===== src/hdl/cdeu_pkg.sv =====
/*
 * constants, register indices and types shared by the counter diagnostic event unit.
 * assumes nothing beyond a SystemVerilog compiler.
 */
package cdeu_pkg;
   // channel counts and channel ids
   localparam int NUM_CH = 4;
   localparam logic [2:0] MOD_CH = 3'h4;           // pseudo channel for supply and output faults
   localparam logic [1:0] LAST_CNT_CH = 2'h3;      // counter with gate and latch events
   // process event byte bit positions
   localparam int EVB_GATE_OPEN = 0;
   localparam int EVB_GATE_CLOSE = 1;
   localparam int EVB_OVF = 2;
   localparam int EVB_CMP = 3;
   localparam int EVB_LATCH = 4;
   localparam int EVB_INTEG_END = 0;
   // record indices as read through the record read service
   localparam logic [3:0] REG_DIAG_FAULT_SUMMARY = 4'h0;
   localparam logic [3:0] REG_DIAG_MODULE_CLASS = 4'h1;
   localparam logic [3:0] REG_DIAG_INTERNAL_SUPPLY = 4'h2;
   localparam logic [3:0] REG_DIAG_INTERRUPT_LOST = 4'h3;
   localparam logic [3:0] REG_DIAG_LOST_CHANNELS = 4'h4;
   // record field positions
   localparam int REC_MOD_FAIL = 0;
   localparam int REC_INT_ERR = 1;
   localparam int REC_EXT_ERR = 2;
   localparam int REC_CHAN_ERR = 3;
   localparam int REC_EXT_SUPPLY = 4;
   localparam int REC_CHAN_INFO = 4;
   localparam int REC_INT_SUPPLY = 4;
   localparam int REC_IRQ_LOST = 6;
   localparam logic [3:0] CLASS_DIGITAL = 4'hF;
   localparam logic [3:0] CLASS_FUNCTION = 4'h8;
   // reset values
   localparam logic [31:0] RECORD_RESET = 32'h0000_0000;
   localparam logic [15:0] BASE_ADDR_DEFAULT = 16'h0000;
   localparam int QUEUE_DEPTH_DEFAULT = 4;

   typedef enum logic [1:0] {
      ST_IDLE,
      ST_PROC,
      ST_DIAG
   } cdeu_state_t;
endpackage


===== src/hdl/cdeu_sync2.sv =====
/*
 * two flip-flop synchroniser for a bundle of independent levels.
 * assumes the levels change slowly compared with clk; no bus coherency is kept.
 */
`timescale 1ns/100ps
module cdeu_sync2 #(
   parameter int WIDTH = 1
) (
   input wire logic clk,
   input wire logic sys_rst,
   input wire logic [WIDTH-1:0] async_in,
   output logic [WIDTH-1:0] sync_q
);
   logic [WIDTH-1:0] meta_q;

   // first stage feeds only the second stage
   always_ff @(posedge clk) begin
      if (sys_rst) begin
         meta_q <= '0;
         sync_q <= '0;
      end else begin
         meta_q <= async_in;
         sync_q <= meta_q;
      end
   end
endmodule


===== src/hdl/cdeu_diag_queue.sv =====
/*
 * in-order queue of pending diagnostic entries.
 * assumes the owner never pops when empty; a push while full is dropped.
 */
`timescale 1ns/100ps
module cdeu_diag_queue #(
   parameter int WIDTH = 4,
   parameter int DEPTH = 4
) (
   input wire logic clk,
   input wire logic sys_rst,
   input wire logic push,
   input wire logic [WIDTH-1:0] push_data,
   input wire logic pop,
   output logic [WIDTH-1:0] head,
   output logic empty,
   output logic full
);
   localparam int AW = $clog2(DEPTH);
   logic [WIDTH-1:0] mem_q [DEPTH];
   logic [AW-1:0] wr_q;
   logic [AW-1:0] rd_q;
   logic [AW:0] cnt_q;
   logic do_push;
   logic do_pop;

   // flags and handshake qualifiers
   assign empty = (cnt_q == '0);
   assign full = (cnt_q == (AW+1)'(DEPTH));
   assign do_push = push && !full;
   assign do_pop = pop && !empty;
   assign head = mem_q[rd_q];

   // storage
   always_ff @(posedge clk) begin
      if (do_push) begin
         mem_q[wr_q] <= push_data;
      end
   end

   // pointers and fill count
   always_ff @(posedge clk) begin
      if (sys_rst) begin
         wr_q <= '0;
         rd_q <= '0;
         cnt_q <= '0;
      end else begin
         if (do_push) begin
            wr_q <= (wr_q == AW'(DEPTH - 1)) ? '0 : wr_q + 1'b1;
         end
         if (do_pop) begin
            rd_q <= (rd_q == AW'(DEPTH - 1)) ? '0 : rd_q + 1'b1;
         end
         cnt_q <= cnt_q + (AW+1)'(do_push) - (AW+1)'(do_pop);
      end
   end
endmodule


===== src/hdl/cdeu_counter_diag_event_unit.sv =====
/*
 * event and diagnostic interrupt sequencing for four counter / frequency channels.
 * assumes event inputs are one-cycle pulses from logic on clk, fault pins are
 * asynchronous levels, and the handler side pulses handler_done once per call.
 */
// Behaviour
// - counter mode, counters 0-2: bit 2 over/underflow, bit 3 comparison, rest zero
// - counter 3 byte 11: gate open, gate closed, flow, compare, latch; bits 7-5 zero
// - frequency mode: bit 0 of bytes 8-11 marks end of integration time
// - process interrupts only when interrupt selection is diagnostic plus process
// - diagnostic interrupts only while the global diagnostic enable is set; the unit gates only queue pushes on it, not queued or outgoing calls
// - same event recurring during its own service raises a diagnostic
// - incoming diagnostic preempts the process handler in service
// - events on other channels are buffered during diagnostic handling
// - afterwards buffered diagnostics go first in order, then process events
// - events of a channel under diagnosis are discarded until its outgoing one
// - finishing the triggering process handler calls the outgoing diagnostic
// - fault indicator on from first incoming to last outgoing diagnostic
// - every incoming or outgoing diagnostic logs cause and module address
// - latest diagnostic record stays readable with diagnostics disabled
// - four-byte record loaded into event word before diagnostic call
// - record byte 0 holds failure, internal, external, channel, supply flags
// - failure on lost irq, supply or short; internal on supply or short
// - record byte 1: module class code, bit 4 channel info present
// - record byte 2 bit 4 marks missing internal supply
// - record byte 3 bit 6 marks lost process interrupt
// - process call presents the module base address beside the event word
`timescale 1ns/100ps
module cdeu_counter_diag_event_unit
#(
   parameter logic [15:0] BASE_ADDR = cdeu_pkg::BASE_ADDR_DEFAULT,
   parameter logic [3:0] MODULE_CLASS = cdeu_pkg::CLASS_FUNCTION,
   parameter int QUEUE_DEPTH = cdeu_pkg::QUEUE_DEPTH_DEFAULT
) (
   input wire logic clk,
   input wire logic sys_rst,
   input wire logic [3:0] chan_freq_mode,
   input wire logic irq_select_both,
   input wire logic diag_irq_enable,
   input wire logic [3:0] ovf_evt,
   input wire logic [3:0] cmp_evt,
   input wire logic [3:0] integ_end_evt,
   input wire logic gate_open_evt,
   input wire logic gate_close_evt,
   input wire logic latch_evt,
   input wire logic input_section_supply_missing,
   input wire logic output_section_supply_missing,
   input wire logic output_short,
   input wire logic handler_done,
   input wire logic rd_req,
   input wire logic [3:0] rd_index,
   output logic process_event_handler_q,
   output logic diagnostic_event_handler_q,
   output logic [31:0] event_word_q,
   output logic [15:0] base_addr_q,
   output logic system_fault_indicator_q,
   output logic log_valid_q,
   output logic log_outgoing_q,
   output logic [7:0] log_cause_q,
   output logic [15:0] log_addr_q,
   output logic rd_valid_q,
   output logic [7:0] rd_data_q
);
   import cdeu_pkg::*;

   // builds one channel's process event byte for its mode
   function automatic logic [7:0] evt_byte(input logic freq, input logic [1:0] ch,
                                           input logic ovf, input logic cmp,
                                           input logic integ);
      logic [7:0] r;
      r = 8'h00;
      if (freq) begin
         r[EVB_INTEG_END] = integ;
      end else begin
         r[EVB_OVF] = ovf;
         r[EVB_CMP] = cmp;
         if (ch == LAST_CNT_CH) begin
            r[EVB_GATE_OPEN] = gate_open_evt;
            r[EVB_GATE_CLOSE] = gate_close_evt;
            r[EVB_LATCH] = latch_evt;
         end
      end
      return r;
   endfunction

   // builds the four-byte diagnostic record from the cause and present faults
   function automatic logic [31:0] build_record(input logic lost, input logic sup_miss,
                                                input logic short_ovl);
      logic [31:0] r;
      r = RECORD_RESET;
      r[REC_MOD_FAIL] = lost | sup_miss | short_ovl;
      r[REC_INT_ERR] = sup_miss | short_ovl;
      r[REC_CHAN_ERR] = lost;
      r[11:8] = MODULE_CLASS;
      r[8 + REC_CHAN_INFO] = lost | sup_miss | short_ovl;
      r[16 + REC_INT_SUPPLY] = sup_miss;
      r[24 + REC_IRQ_LOST] = lost;
      return r;
   endfunction

   logic [2:0] fault_sync;
   logic sup_miss, fault_now, fault_seen_q, take, start_diag, push, push_lost, push_fault;
   logic fault_edge, q_pop, q_empty, q_full, svc_valid_q, svc_valid_d, susp_q, susp_d;
   logic dg_out_q, dg_out_d;
   cdeu_state_t st_q, st_d;
   logic [1:0] svc_ch_q, svc_ch_d, lost_ch, pick_ch;
   logic [7:0] svc_byte_q, svc_byte_d;
   logic [2:0] dg_ch_q, dg_ch_d;
   logic [7:0] pend_q [NUM_CH];
   logic [4:0] diag_open_q;
   logic [31:0] last_record_q, call_record;
   logic [3:0] lost_mask_q, lost, pend_any, push_data, q_head;
   logic [7:0] evb [NUM_CH];

   // fault pins come from outside the clock domain
   cdeu_sync2 #(
      .WIDTH(3)
   ) u_sync (
      .clk(clk),
      .sys_rst(sys_rst),
      .async_in({output_short, output_section_supply_missing, input_section_supply_missing}),
      .sync_q(fault_sync)
   );

   assign sup_miss = fault_sync[0] | fault_sync[1];
   assign fault_now = sup_miss | fault_sync[2];
   assign fault_edge = (fault_now != fault_seen_q);

   // per-channel event bytes, repeat detection and lowest-channel picks
   always_comb begin
      lost = 4'h0;
      pend_any = 4'h0;
      lost_ch = 2'h0;
      pick_ch = 2'h0;
      for (int i = NUM_CH - 1; i >= 0; i--) begin
         evb[i] = irq_select_both ? evt_byte(chan_freq_mode[i], 2'(i), ovf_evt[i], cmp_evt[i],
                                             integ_end_evt[i]) : 8'h00;
         pend_any[i] = |pend_q[i];
         // a repeat of an event still in service, or still waiting on a channel not in service, is lost
         if (!diag_open_q[i] && svc_valid_q && svc_ch_q == 2'(i)) begin
            lost[i] = |(evb[i] & svc_byte_q);
         end else if (!diag_open_q[i]) begin
            lost[i] = |(evb[i] & pend_q[i]);
         end
         if (lost[i]) begin
            lost_ch = 2'(i);
         end
         if (pend_any[i]) begin
            pick_ch = 2'(i);
         end
      end
   end

   // diagnostic queue feed: lost events first, a fault edge waits a cycle on conflict
   assign push_lost = diag_irq_enable && (|lost);
   assign push_fault = diag_irq_enable && fault_edge && !(|lost);
   assign push = push_lost | push_fault;
   assign push_data = push_lost ? {2'b00, lost_ch} : {!fault_now, MOD_CH};

   cdeu_diag_queue #(
      .WIDTH(4),
      .DEPTH(QUEUE_DEPTH)
   ) u_queue (
      .clk(clk),
      .sys_rst(sys_rst),
      .push(push),
      .push_data(push_data),
      .pop(q_pop),
      .head(q_head),
      .empty(q_empty),
      .full(q_full)
   );

   // dispatcher: diagnostics before process events, outgoing on process completion
   always_comb begin
      st_d = st_q;
      svc_valid_d = svc_valid_q;
      svc_ch_d = svc_ch_q;
      svc_byte_d = svc_byte_q;
      susp_d = susp_q;
      dg_out_d = dg_out_q;
      dg_ch_d = dg_ch_q;
      q_pop = 1'b0;
      take = 1'b0;
      start_diag = 1'b0;
      unique case (st_q)
         ST_IDLE: begin
            if (!q_empty) begin
               q_pop = 1'b1;
            end else if (|pend_any) begin
               take = 1'b1;
            end
         end
         ST_PROC: begin
            if (handler_done) begin
               svc_valid_d = 1'b0;
               if (diag_open_q[{1'b0, svc_ch_q}]) begin
                  start_diag = 1'b1;
                  dg_out_d = 1'b1;
                  dg_ch_d = {1'b0, svc_ch_q};
                  st_d = ST_DIAG;
               end else begin
                  st_d = ST_IDLE;
               end
            end else if (!q_empty) begin
               susp_d = 1'b1;
               q_pop = 1'b1;
            end
         end
         ST_DIAG: begin
            if (handler_done) begin
               if (!q_empty) begin
                  q_pop = 1'b1;
               end else if (susp_q) begin
                  susp_d = 1'b0;
                  st_d = ST_PROC;
               end else if (|pend_any) begin
                  take = 1'b1;
               end else begin
                  st_d = ST_IDLE;
               end
            end
         end
      endcase
      if (q_pop) begin
         start_diag = 1'b1;
         dg_out_d = q_head[3];
         dg_ch_d = q_head[2:0];
         st_d = ST_DIAG;
      end
      if (take) begin
         svc_valid_d = 1'b1;
         svc_ch_d = pick_ch;
         svc_byte_d = pend_q[pick_ch];
         st_d = ST_PROC;
      end
   end

   // record for the diagnostic call being started
   assign call_record = build_record(!dg_out_d && dg_ch_d != MOD_CH, sup_miss, fault_sync[2]);

   // sequencer state
   always_ff @(posedge clk) begin
      if (sys_rst) begin
         st_q <= ST_IDLE;
         svc_valid_q <= 1'b0;
         svc_ch_q <= 2'h0;
         svc_byte_q <= 8'h00;
         susp_q <= 1'b0;
         dg_out_q <= 1'b0;
         dg_ch_q <= 3'h0;
      end else begin
         st_q <= st_d;
         svc_valid_q <= svc_valid_d;
         svc_ch_q <= svc_ch_d;
         svc_byte_q <= svc_byte_d;
         susp_q <= susp_d;
         dg_out_q <= dg_out_d;
         dg_ch_q <= dg_ch_d;
      end
   end

   // buffered process events; a new event wins over the take that clears the byte
   always_ff @(posedge clk) begin
      if (sys_rst) begin
         for (int i = 0; i < NUM_CH; i++) begin
            pend_q[i] <= 8'h00;
         end
      end else begin
         for (int i = 0; i < NUM_CH; i++) begin
            if (diag_open_q[i] || lost[i]) begin
               pend_q[i] <= (take && pick_ch == 2'(i)) ? 8'h00 : pend_q[i];
            end else begin
               pend_q[i] <= ((take && pick_ch == 2'(i)) ? 8'h00 : pend_q[i]) | evb[i];
            end
         end
      end
   end

   // channels under diagnosis; opening wins over closing in the same cycle
   always_ff @(posedge clk) begin
      if (sys_rst) begin
         diag_open_q <= 5'h00;
         fault_seen_q <= 1'b0;
      end else begin
         for (int i = 0; i < 5; i++) begin
            if (push && !q_full && push_data[2:0] == 3'(i) && !push_data[3]) begin
               diag_open_q[i] <= 1'b1;
            end else if (st_q == ST_DIAG && handler_done && dg_out_q && dg_ch_q == 3'(i)) begin
               diag_open_q[i] <= 1'b0;
            end
         end
         if (fault_edge && !push_lost) begin
            fault_seen_q <= fault_now;
         end
      end
   end

   // latest diagnostic event, kept whether or not diagnostics are enabled
   always_ff @(posedge clk) begin
      if (sys_rst) begin
         last_record_q <= RECORD_RESET;
         lost_mask_q <= 4'h0;
      end else if (|lost) begin
         last_record_q <= build_record(1'b1, sup_miss, fault_sync[2]);
         lost_mask_q <= lost;
      end else if (fault_edge) begin
         last_record_q <= build_record(1'b0, sup_miss, fault_sync[2]);
         lost_mask_q <= 4'h0;
      end
   end

   // handler call outputs, latched at invocation and held through the call
   always_ff @(posedge clk) begin
      if (sys_rst) begin
         process_event_handler_q <= 1'b0;
         diagnostic_event_handler_q <= 1'b0;
         event_word_q <= 32'h0000_0000;
         base_addr_q <= BASE_ADDR_DEFAULT;
      end else begin
         process_event_handler_q <= (st_d == ST_PROC);
         diagnostic_event_handler_q <= (st_d == ST_DIAG);
         if (start_diag) begin
            event_word_q <= call_record;
            base_addr_q <= BASE_ADDR;
         end else if (st_d == ST_PROC && st_q != ST_PROC) begin
            event_word_q <= {24'h00_0000, svc_byte_d} << {svc_ch_d, 3'b000};
            base_addr_q <= BASE_ADDR;
         end
      end
   end

   // fault indicator and diagnostic buffer log
   always_ff @(posedge clk) begin
      if (sys_rst) begin
         system_fault_indicator_q <= 1'b0;
         log_valid_q <= 1'b0;
         log_outgoing_q <= 1'b0;
         log_cause_q <= 8'h00;
         log_addr_q <= BASE_ADDR_DEFAULT;
      end else begin
         system_fault_indicator_q <= |diag_open_q;
         log_valid_q <= start_diag;
         if (start_diag) begin
            log_outgoing_q <= dg_out_d;
            log_cause_q <= call_record[7:0];
            log_addr_q <= BASE_ADDR;
         end
      end
   end

   // record read service: four record bytes plus extended lost-channel byte
   always_ff @(posedge clk) begin
      if (sys_rst) begin
         rd_valid_q <= 1'b0;
         rd_data_q <= 8'h00;
      end else begin
         rd_valid_q <= rd_req;
         if (rd_req) begin
            unique case (rd_index)
               REG_DIAG_FAULT_SUMMARY: rd_data_q <= last_record_q[7:0];
               REG_DIAG_MODULE_CLASS: rd_data_q <= last_record_q[15:8];
               REG_DIAG_INTERNAL_SUPPLY: rd_data_q <= last_record_q[23:16];
               REG_DIAG_INTERRUPT_LOST: rd_data_q <= last_record_q[31:24];
               REG_DIAG_LOST_CHANNELS: rd_data_q <= {4'h0, lost_mask_q};
               default: rd_data_q <= 8'h00;
            endcase
         end
      end
   end
endmodule


===== config.mk =====
export PLATFORM = sky130hd
export DESIGN_NAME = cdeu_counter_diag_event_unit
export DESIGN_NICKNAME = d
export VERILOG_FILES = /design/src/hdl/cdeu_pkg.sv /design/src/hdl/cdeu_sync2.sv /design/src/hdl/cdeu_diag_queue.sv /design/src/hdl/cdeu_counter_diag_event_unit.sv
export SDC_FILE = /design/constraint.sdc
export NUM_CORES = 1
export LEC_CHECK = 0
export ABC_CLOCK_PERIOD_IN_PS = 4300
export BUFFER_PORTS_ARGS = -buffer_cell sky130_fd_sc_hd__buf_4
export CAP_MARGIN = 20
export CORE_ASPECT_RATIO = 0.5
export CORE_MARGIN = 2
export CORE_UTILIZATION = 26
export DETAILED_ROUTE_END_ITERATION = 8
export PLACE_DENSITY_LB_ADDON = 0.25
export SYNTH_ARGS = -nofsm -noshare
export SYNTH_HDL_FRONTEND = slang
export SYNTH_SLANG_ARGS = --single-unit

===== constraint.sdc =====
create_clock -name clk -period 4.3 [get_ports clk]
set_input_delay 0.215 -clock clk [delete_from_list [all_inputs] [get_ports clk]]
set_output_delay 0.215 -clock clk [all_outputs]
set_load 0.02 [all_outputs]

==> impl_results.html <==
<table>
<tr><th>Metric</th><th>Value</th></tr>
<tr><th colspan="2">Outcome</th></tr>
<tr><td>Run status</td><td>complete, no violations</td></tr>
<tr><th colspan="2">STA</th></tr>
<tr><td>Number of failing hold endpoints at the final stage</td><td>0</td></tr>
<tr><td>Actual transition at the worst max-transition pin</td><td>~0.96 ns</td></tr>
<tr><td>Minimum hold slack</td><td>0.03507 ns</td></tr>
<tr><td>Final worst path period share</td><td>0.7809</td></tr>
<tr><td>Timing-limited maximum frequency</td><td>297.8 MHz</td></tr>
<tr><td>Number of setup violations in the final report</td><td>0</td></tr>
<tr><td>Count of final max-slew check failures</td><td>0</td></tr>
<tr><td>Total negative slack for setup checks</td><td>0 ns</td></tr>
<tr><td>Minimum period implied by the final worst setup slack</td><td>3.358 ns</td></tr>
<tr><td>Unrepaired setup endpoints after global routing</td><td>false</td></tr>
<tr><td>Max Clock Skew</td><td>about 0.011 ns</td></tr>
<tr><td>Relative slew slack</td><td>0.3571</td></tr>
<tr><th colspan="2">Pwr</th></tr>
<tr><td>Maximum resistive drop on vdd</td><td>approximately 0.29 mV</td></tr>
<tr><td>Share of total power in the clock network</td><td>0.292</td></tr>
<tr><td>LEAKAGE</td><td>2.924 nW</td></tr>
<tr><td>Total power after layout</td><td>0.004945 W</td></tr>
<tr><td>Switching power of the nets</td><td>0.001958 W</td></tr>
<tr><td>Gate power share</td><td>0.381</td></tr>
<tr><td>Cell Int Power</td><td>0.002987 W</td></tr>
<tr><td>Switching fraction of total power</td><td>0.3960</td></tr>
<tr><td>Power per Cell Area</td><td>630.3 nW/um^2</td></tr>
<tr><td>Seq pwr share</td><td>0.327</td></tr>
<tr><th colspan="2">Layout</th></tr>
<tr><td>Relative area change from synthesis to final layout</td><td>20.81%</td></tr>
<tr><td>Number of nets in the finished design</td><td>806</td></tr>
<tr><td>Total inserted antenna cells</td><td>0</td></tr>
<tr><td>Fraction of final layout cells with drive strength greater than 1</td><td>0.1946</td></tr>
<tr><td>Post-route standard cell area excluding fillers</td><td>slightly below 8000 sq um</td></tr>
<tr><td>Final core utilization</td><td>0.3232</td></tr>
<tr><th colspan="2">Synth</th></tr>
<tr><td>Most frequent cell after synthesis</td><td>sky130_fd_sc_hd__dfxtp_1</td></tr>
<tr><td>Count of flip-flops with a built-in enable after synthesis</td><td>33</td></tr>
<tr><td>Synth Warn #</td><td>0</td></tr>
<tr><td>Yosys top cell by area</td><td>sky130_fd_sc_hd__dfxtp_1</td></tr>
<tr><td>Post-Syn Area per Cell</td><td>between 9 and 10 sq um</td></tr>
<tr><td>Predominant post-synthesis flop cell</td><td>sky130_fd_sc_hd__dfxtp_1</td></tr>
<tr><td>Count of cell types in the netlist</td><td>85</td></tr>
<tr><td>Commonest cells post-synth</td><td>sky130_fd_sc_hd__dfxtp_1, sky130_fd_sc_hd__nand2_1, sky130_fd_sc_hd__nor2_1</td></tr>
<tr><td>Fraction of the yosys area taken by sequential cells</td><td>0.4455</td></tr>
<tr><td>Cell types with the largest area share after synthesis</td><td>sky130_fd_sc_hd__dfxtp_1, sky130_fd_sc_hd__edfxtp_1, sky130_fd_sc_hd__buf_4</td></tr>
<tr><td>Cells after synthesis</td><td>approximately 680</td></tr>
<tr><td>Mapped cell area</td><td>~6500 sq um</td></tr>
<tr><td>Synth async-reset ratio</td><td>0</td></tr>
<tr><td>Top cell type's share of synthesized area</td><td>0.2929</td></tr>
<tr><td>Count of state elements after synthesis</td><td>128</td></tr>
<tr><th colspan="2">Setup path</th></tr>
<tr><td>CP Data Arrival Time</td><td>3.62 ns</td></tr>
<tr><td>Cell at the slowest stage of the critical path</td><td>sky130_fd_sc_hd__dfxtp_1</td></tr>
<tr><td>Startpoint class of the critical path</td><td>register</td></tr>
<tr><td>Number of buffers and inverters on the critical path</td><td>1</td></tr>
<tr><td>Top cell family by delay on the critical path</td><td>compound AO/OA/AOI/OAI gates</td></tr>
<tr><td>Delay contributed by the slowest stage of the critical path</td><td>0.75 ns</td></tr>
<tr><td>Crit path required time</td><td>4.56 ns</td></tr>
<tr><td>Series of cell instances along the critical path</td><td>nand3b_1 -&gt; mux2i_1 -&gt; o32ai_2 -&gt; a211oi_4 -&gt; a21oi_4 -&gt; ha_1 -&gt; inv_1 -&gt; fa_1 -&gt; xor2_1 -&gt; xnor2_1 -&gt; nor2_1</td></tr>
<tr><td>Path type of the worst setup path</td><td>reg -&gt; reg</td></tr>
<tr><td>CP endpoint kind</td><td>register</td></tr>
<tr><td>Worst-path maximum fanout</td><td>16</td></tr>
<tr><th colspan="2">Detailed routing</th></tr>
<tr><td>Vias post-DR</td><td>roughly 5300</td></tr>
<tr><td>DR pass1 iterations</td><td>5</td></tr>
<tr><td>Average via count per standard cell</td><td>4.749</td></tr>
<tr><td>Post-Route WL</td><td>18.34 mm</td></tr>
<tr><td>Detailed router's first-iteration violation count</td><td>about 360</td></tr>
<tr><td>Average wire per cell in the routed design</td><td>16.50 microns</td></tr>
<tr><td>Number of routed nets with antenna violations</td><td>0</td></tr>
<tr><td>Drt drc</td><td>0</td></tr>
<tr><th colspan="2">Die</th></tr>
<tr><td>Area of the placeable core</td><td>24270 sq um</td></tr>
<tr><td>FP Rows</td><td>40</td></tr>
<tr><td>Initial Util</td><td>0.2675</td></tr>
<tr><td>X dimension of the die</td><td>around 230 microns</td></tr>
<tr><td>Die footprint</td><td>approximately 26000 sq um</td></tr>
<tr><td>Vertical die dimension</td><td>115.8 microns</td></tr>
<tr><td>I/O pin count</td><td>118</td></tr>
<tr><th colspan="2">CTS</th></tr>
<tr><td>Num CTS Buffers</td><td>17</td></tr>
<tr><td>Hold bufs inserted after CTS</td><td>1</td></tr>
<tr><td>Worst skew pair latency</td><td>0.42 ns</td></tr>
<tr><td>Post-CTS resize count</td><td>0</td></tr>
<tr><td>Clock tree buffer depth</td><td>2</td></tr>
<tr><td>CTS tree</td><td>built</td></tr>
<tr><td>CTS clock-pin slew for the worst setup and hold paths</td><td>0.06 ns</td></tr>
<tr><td>Clock sinks</td><td>128</td></tr>
<tr><td>CTS H-tree depth</td><td>4</td></tr>
<tr><td>Number of buffers added for setup after CTS</td><td>0</td></tr>
<tr><td>Root Driver</td><td>sky130_fd_sc_hd__clkbuf_16</td></tr>
<tr><th colspan="2">Placed design</th></tr>
<tr><td>Buffers on Ports</td><td>78</td></tr>
<tr><td>Final Wtd Congestion</td><td>between 0.8 and 0.9</td></tr>
<tr><td>Half-perimeter wire length of the detailed placement result</td><td>13.69 mm</td></tr>
<tr><td>Dpl cell area</td><td>7248 sq um</td></tr>
<tr><th colspan="2">Global routing</th></tr>
<tr><td>Global route total overflow</td><td>0</td></tr>
<tr><td>Initial antenna violation count</td><td>0</td></tr>
<tr><td>Global-route usage over all layers</td><td>0.1425</td></tr>
<tr><td>Wire length of the first global-routing pass</td><td>approximately 28 mm</td></tr>
<tr><td>Pin count of the biggest net entering global routing</td><td>88</td></tr>
<tr><td>Vias in the first global route</td><td>4952</td></tr>
<tr><th colspan="2">Min path</th></tr>
<tr><td>Min-Delay Path Class</td><td>in -&gt; reg</td></tr>
<tr><th colspan="2">Job</th></tr>
<tr><td>Max Cap Viol</td><td>0</td></tr>
</table>
## final timing paths
kind         slack, ns  depth (start not counted)                          from                to
max reg2reg       0.94                         11                   svc_ch_q[1]  u_queue.cnt_q[2]
min               0.04                          2  input_section_supply_missing  u_sync.meta_q[0]
min reg2reg       0.44                          1              u_sync.meta_q[2]  u_sync.sync_q[2]
max               0.94                         11                   svc_ch_q[1]  u_queue.cnt_q[2]
## kinds of logic after synthesis
logic type	count (synthesis)	synth area share
DFF	128	0.4455
other	2	0.001157
AOI/OAI and AO/OA	165	0.1877
adders and majority gates	11	0.02235
and+or+nand+nor	264	0.2150
buffers and inverters	89	0.08401
muxes	20	0.04027
xor gates and xnor gates	3	0.004047
## layout make-up
type	instances	area [sq um]
Fill cell	2574	16430
Multi-Input combinational cell	519	3258
Sequential cell	128	2893
Timing Repair Buffer	82	630.6
Clock buffer	18	429.2
Tap cell	336	420.4
Clock inverter	14	157.7
Inverter	15	56.30
## worst reg2reg max path: cells and delay by family, from the launching register on
kind                       cells  cell delay (ns)
AOI/OAI and AO/OA              3             0.97
DFF                            1             0.75
adders and majority gates      2             0.62
and+or+nand+nor                2             0.31
xor gates and xnor gates       2             0.31
muxes                          1             0.20
buffers and inverters          1             0.06
## routing by layer
metal  vias up  GRT usage  wire length [microns]
met3        14    0.03398                    877
met2       147     0.2211                   8382
met5         -          0                      0
li1       2546          -                      -
met1      2574     0.1999                   8936
met4         0    0.03573                    146
## cell usage in the layout, fill, tap and decap left out, drive strengths merged, types with 4 or more instances in the layout
cell type  netlist  final
mux4             4      4
clkinv           0      7
nor3            22     22
mux2             6      6
buf             59     81
nor4             4      4
conb             2     56
ha              10     10
a211oi           6      6
edfxtp          33     33
o31ai            5      5
or3             14     14
a22oi           25     25
a31oi            7      7
nor2b           15     15
and2             7      7
nand2           63     63
nand3           24     24
nand3b          15     15
nand2b          10     10
a21oi           63     63
mux2i           10     10
clkbuf          15     18
nand4            6      6
o21ai           18     18
nor2            61     61
inv             15     19
dfxtp           95     95
a22o             6      6
a32oi            4      4
nor3b            8      8
## state kept, by name, indices dropped and copies added, names as in the netlist, 2 cells and up, named ones only
signal         count
event_word_q      32
pend_q            17
u_queue.mem_q     16
svc_byte_q         8
rd_data_q          6
diag_open_q        5
last_record_q      5
lost_mask_q        4
dg_ch_q            3
log_cause_q        3
u_queue.cnt_q      3
u_sync.meta_q      3
u_sync.sync_q      3
st_q               2
svc_ch_q           2
u_queue.rd_q       2
u_queue.wr_q       2
## power groups by stage
| stage | logic, W | clock network (W) | registers [W] |
|---|---|---|---|
| after detailed placement | 0.00187 | 0 | 0.00165 |
| final | 0.00188 | 0.00144 | 0.00162 |
| after global placement | 0.00185 | 0 | 0.00164 |
| after CTS | 0.00188 | 0.00147 | 0.00162 |
| after floorplan | 0.00136 | 0 | 0.00166 |
| after global routing | 0.00207 | 0.00153 | 0.00165 |
## stage by stage
stage / setup slack (ns) / instances
CTS: 0.9400 / 1112
global placement: 1.065 / 1079
finish: 0.9422 / 1112
global route: 0.6495 / 1112
detailed placement: 0.9533 / 1079
floorplan: 1.351 / 736
(Power assumes the default switching activity.)
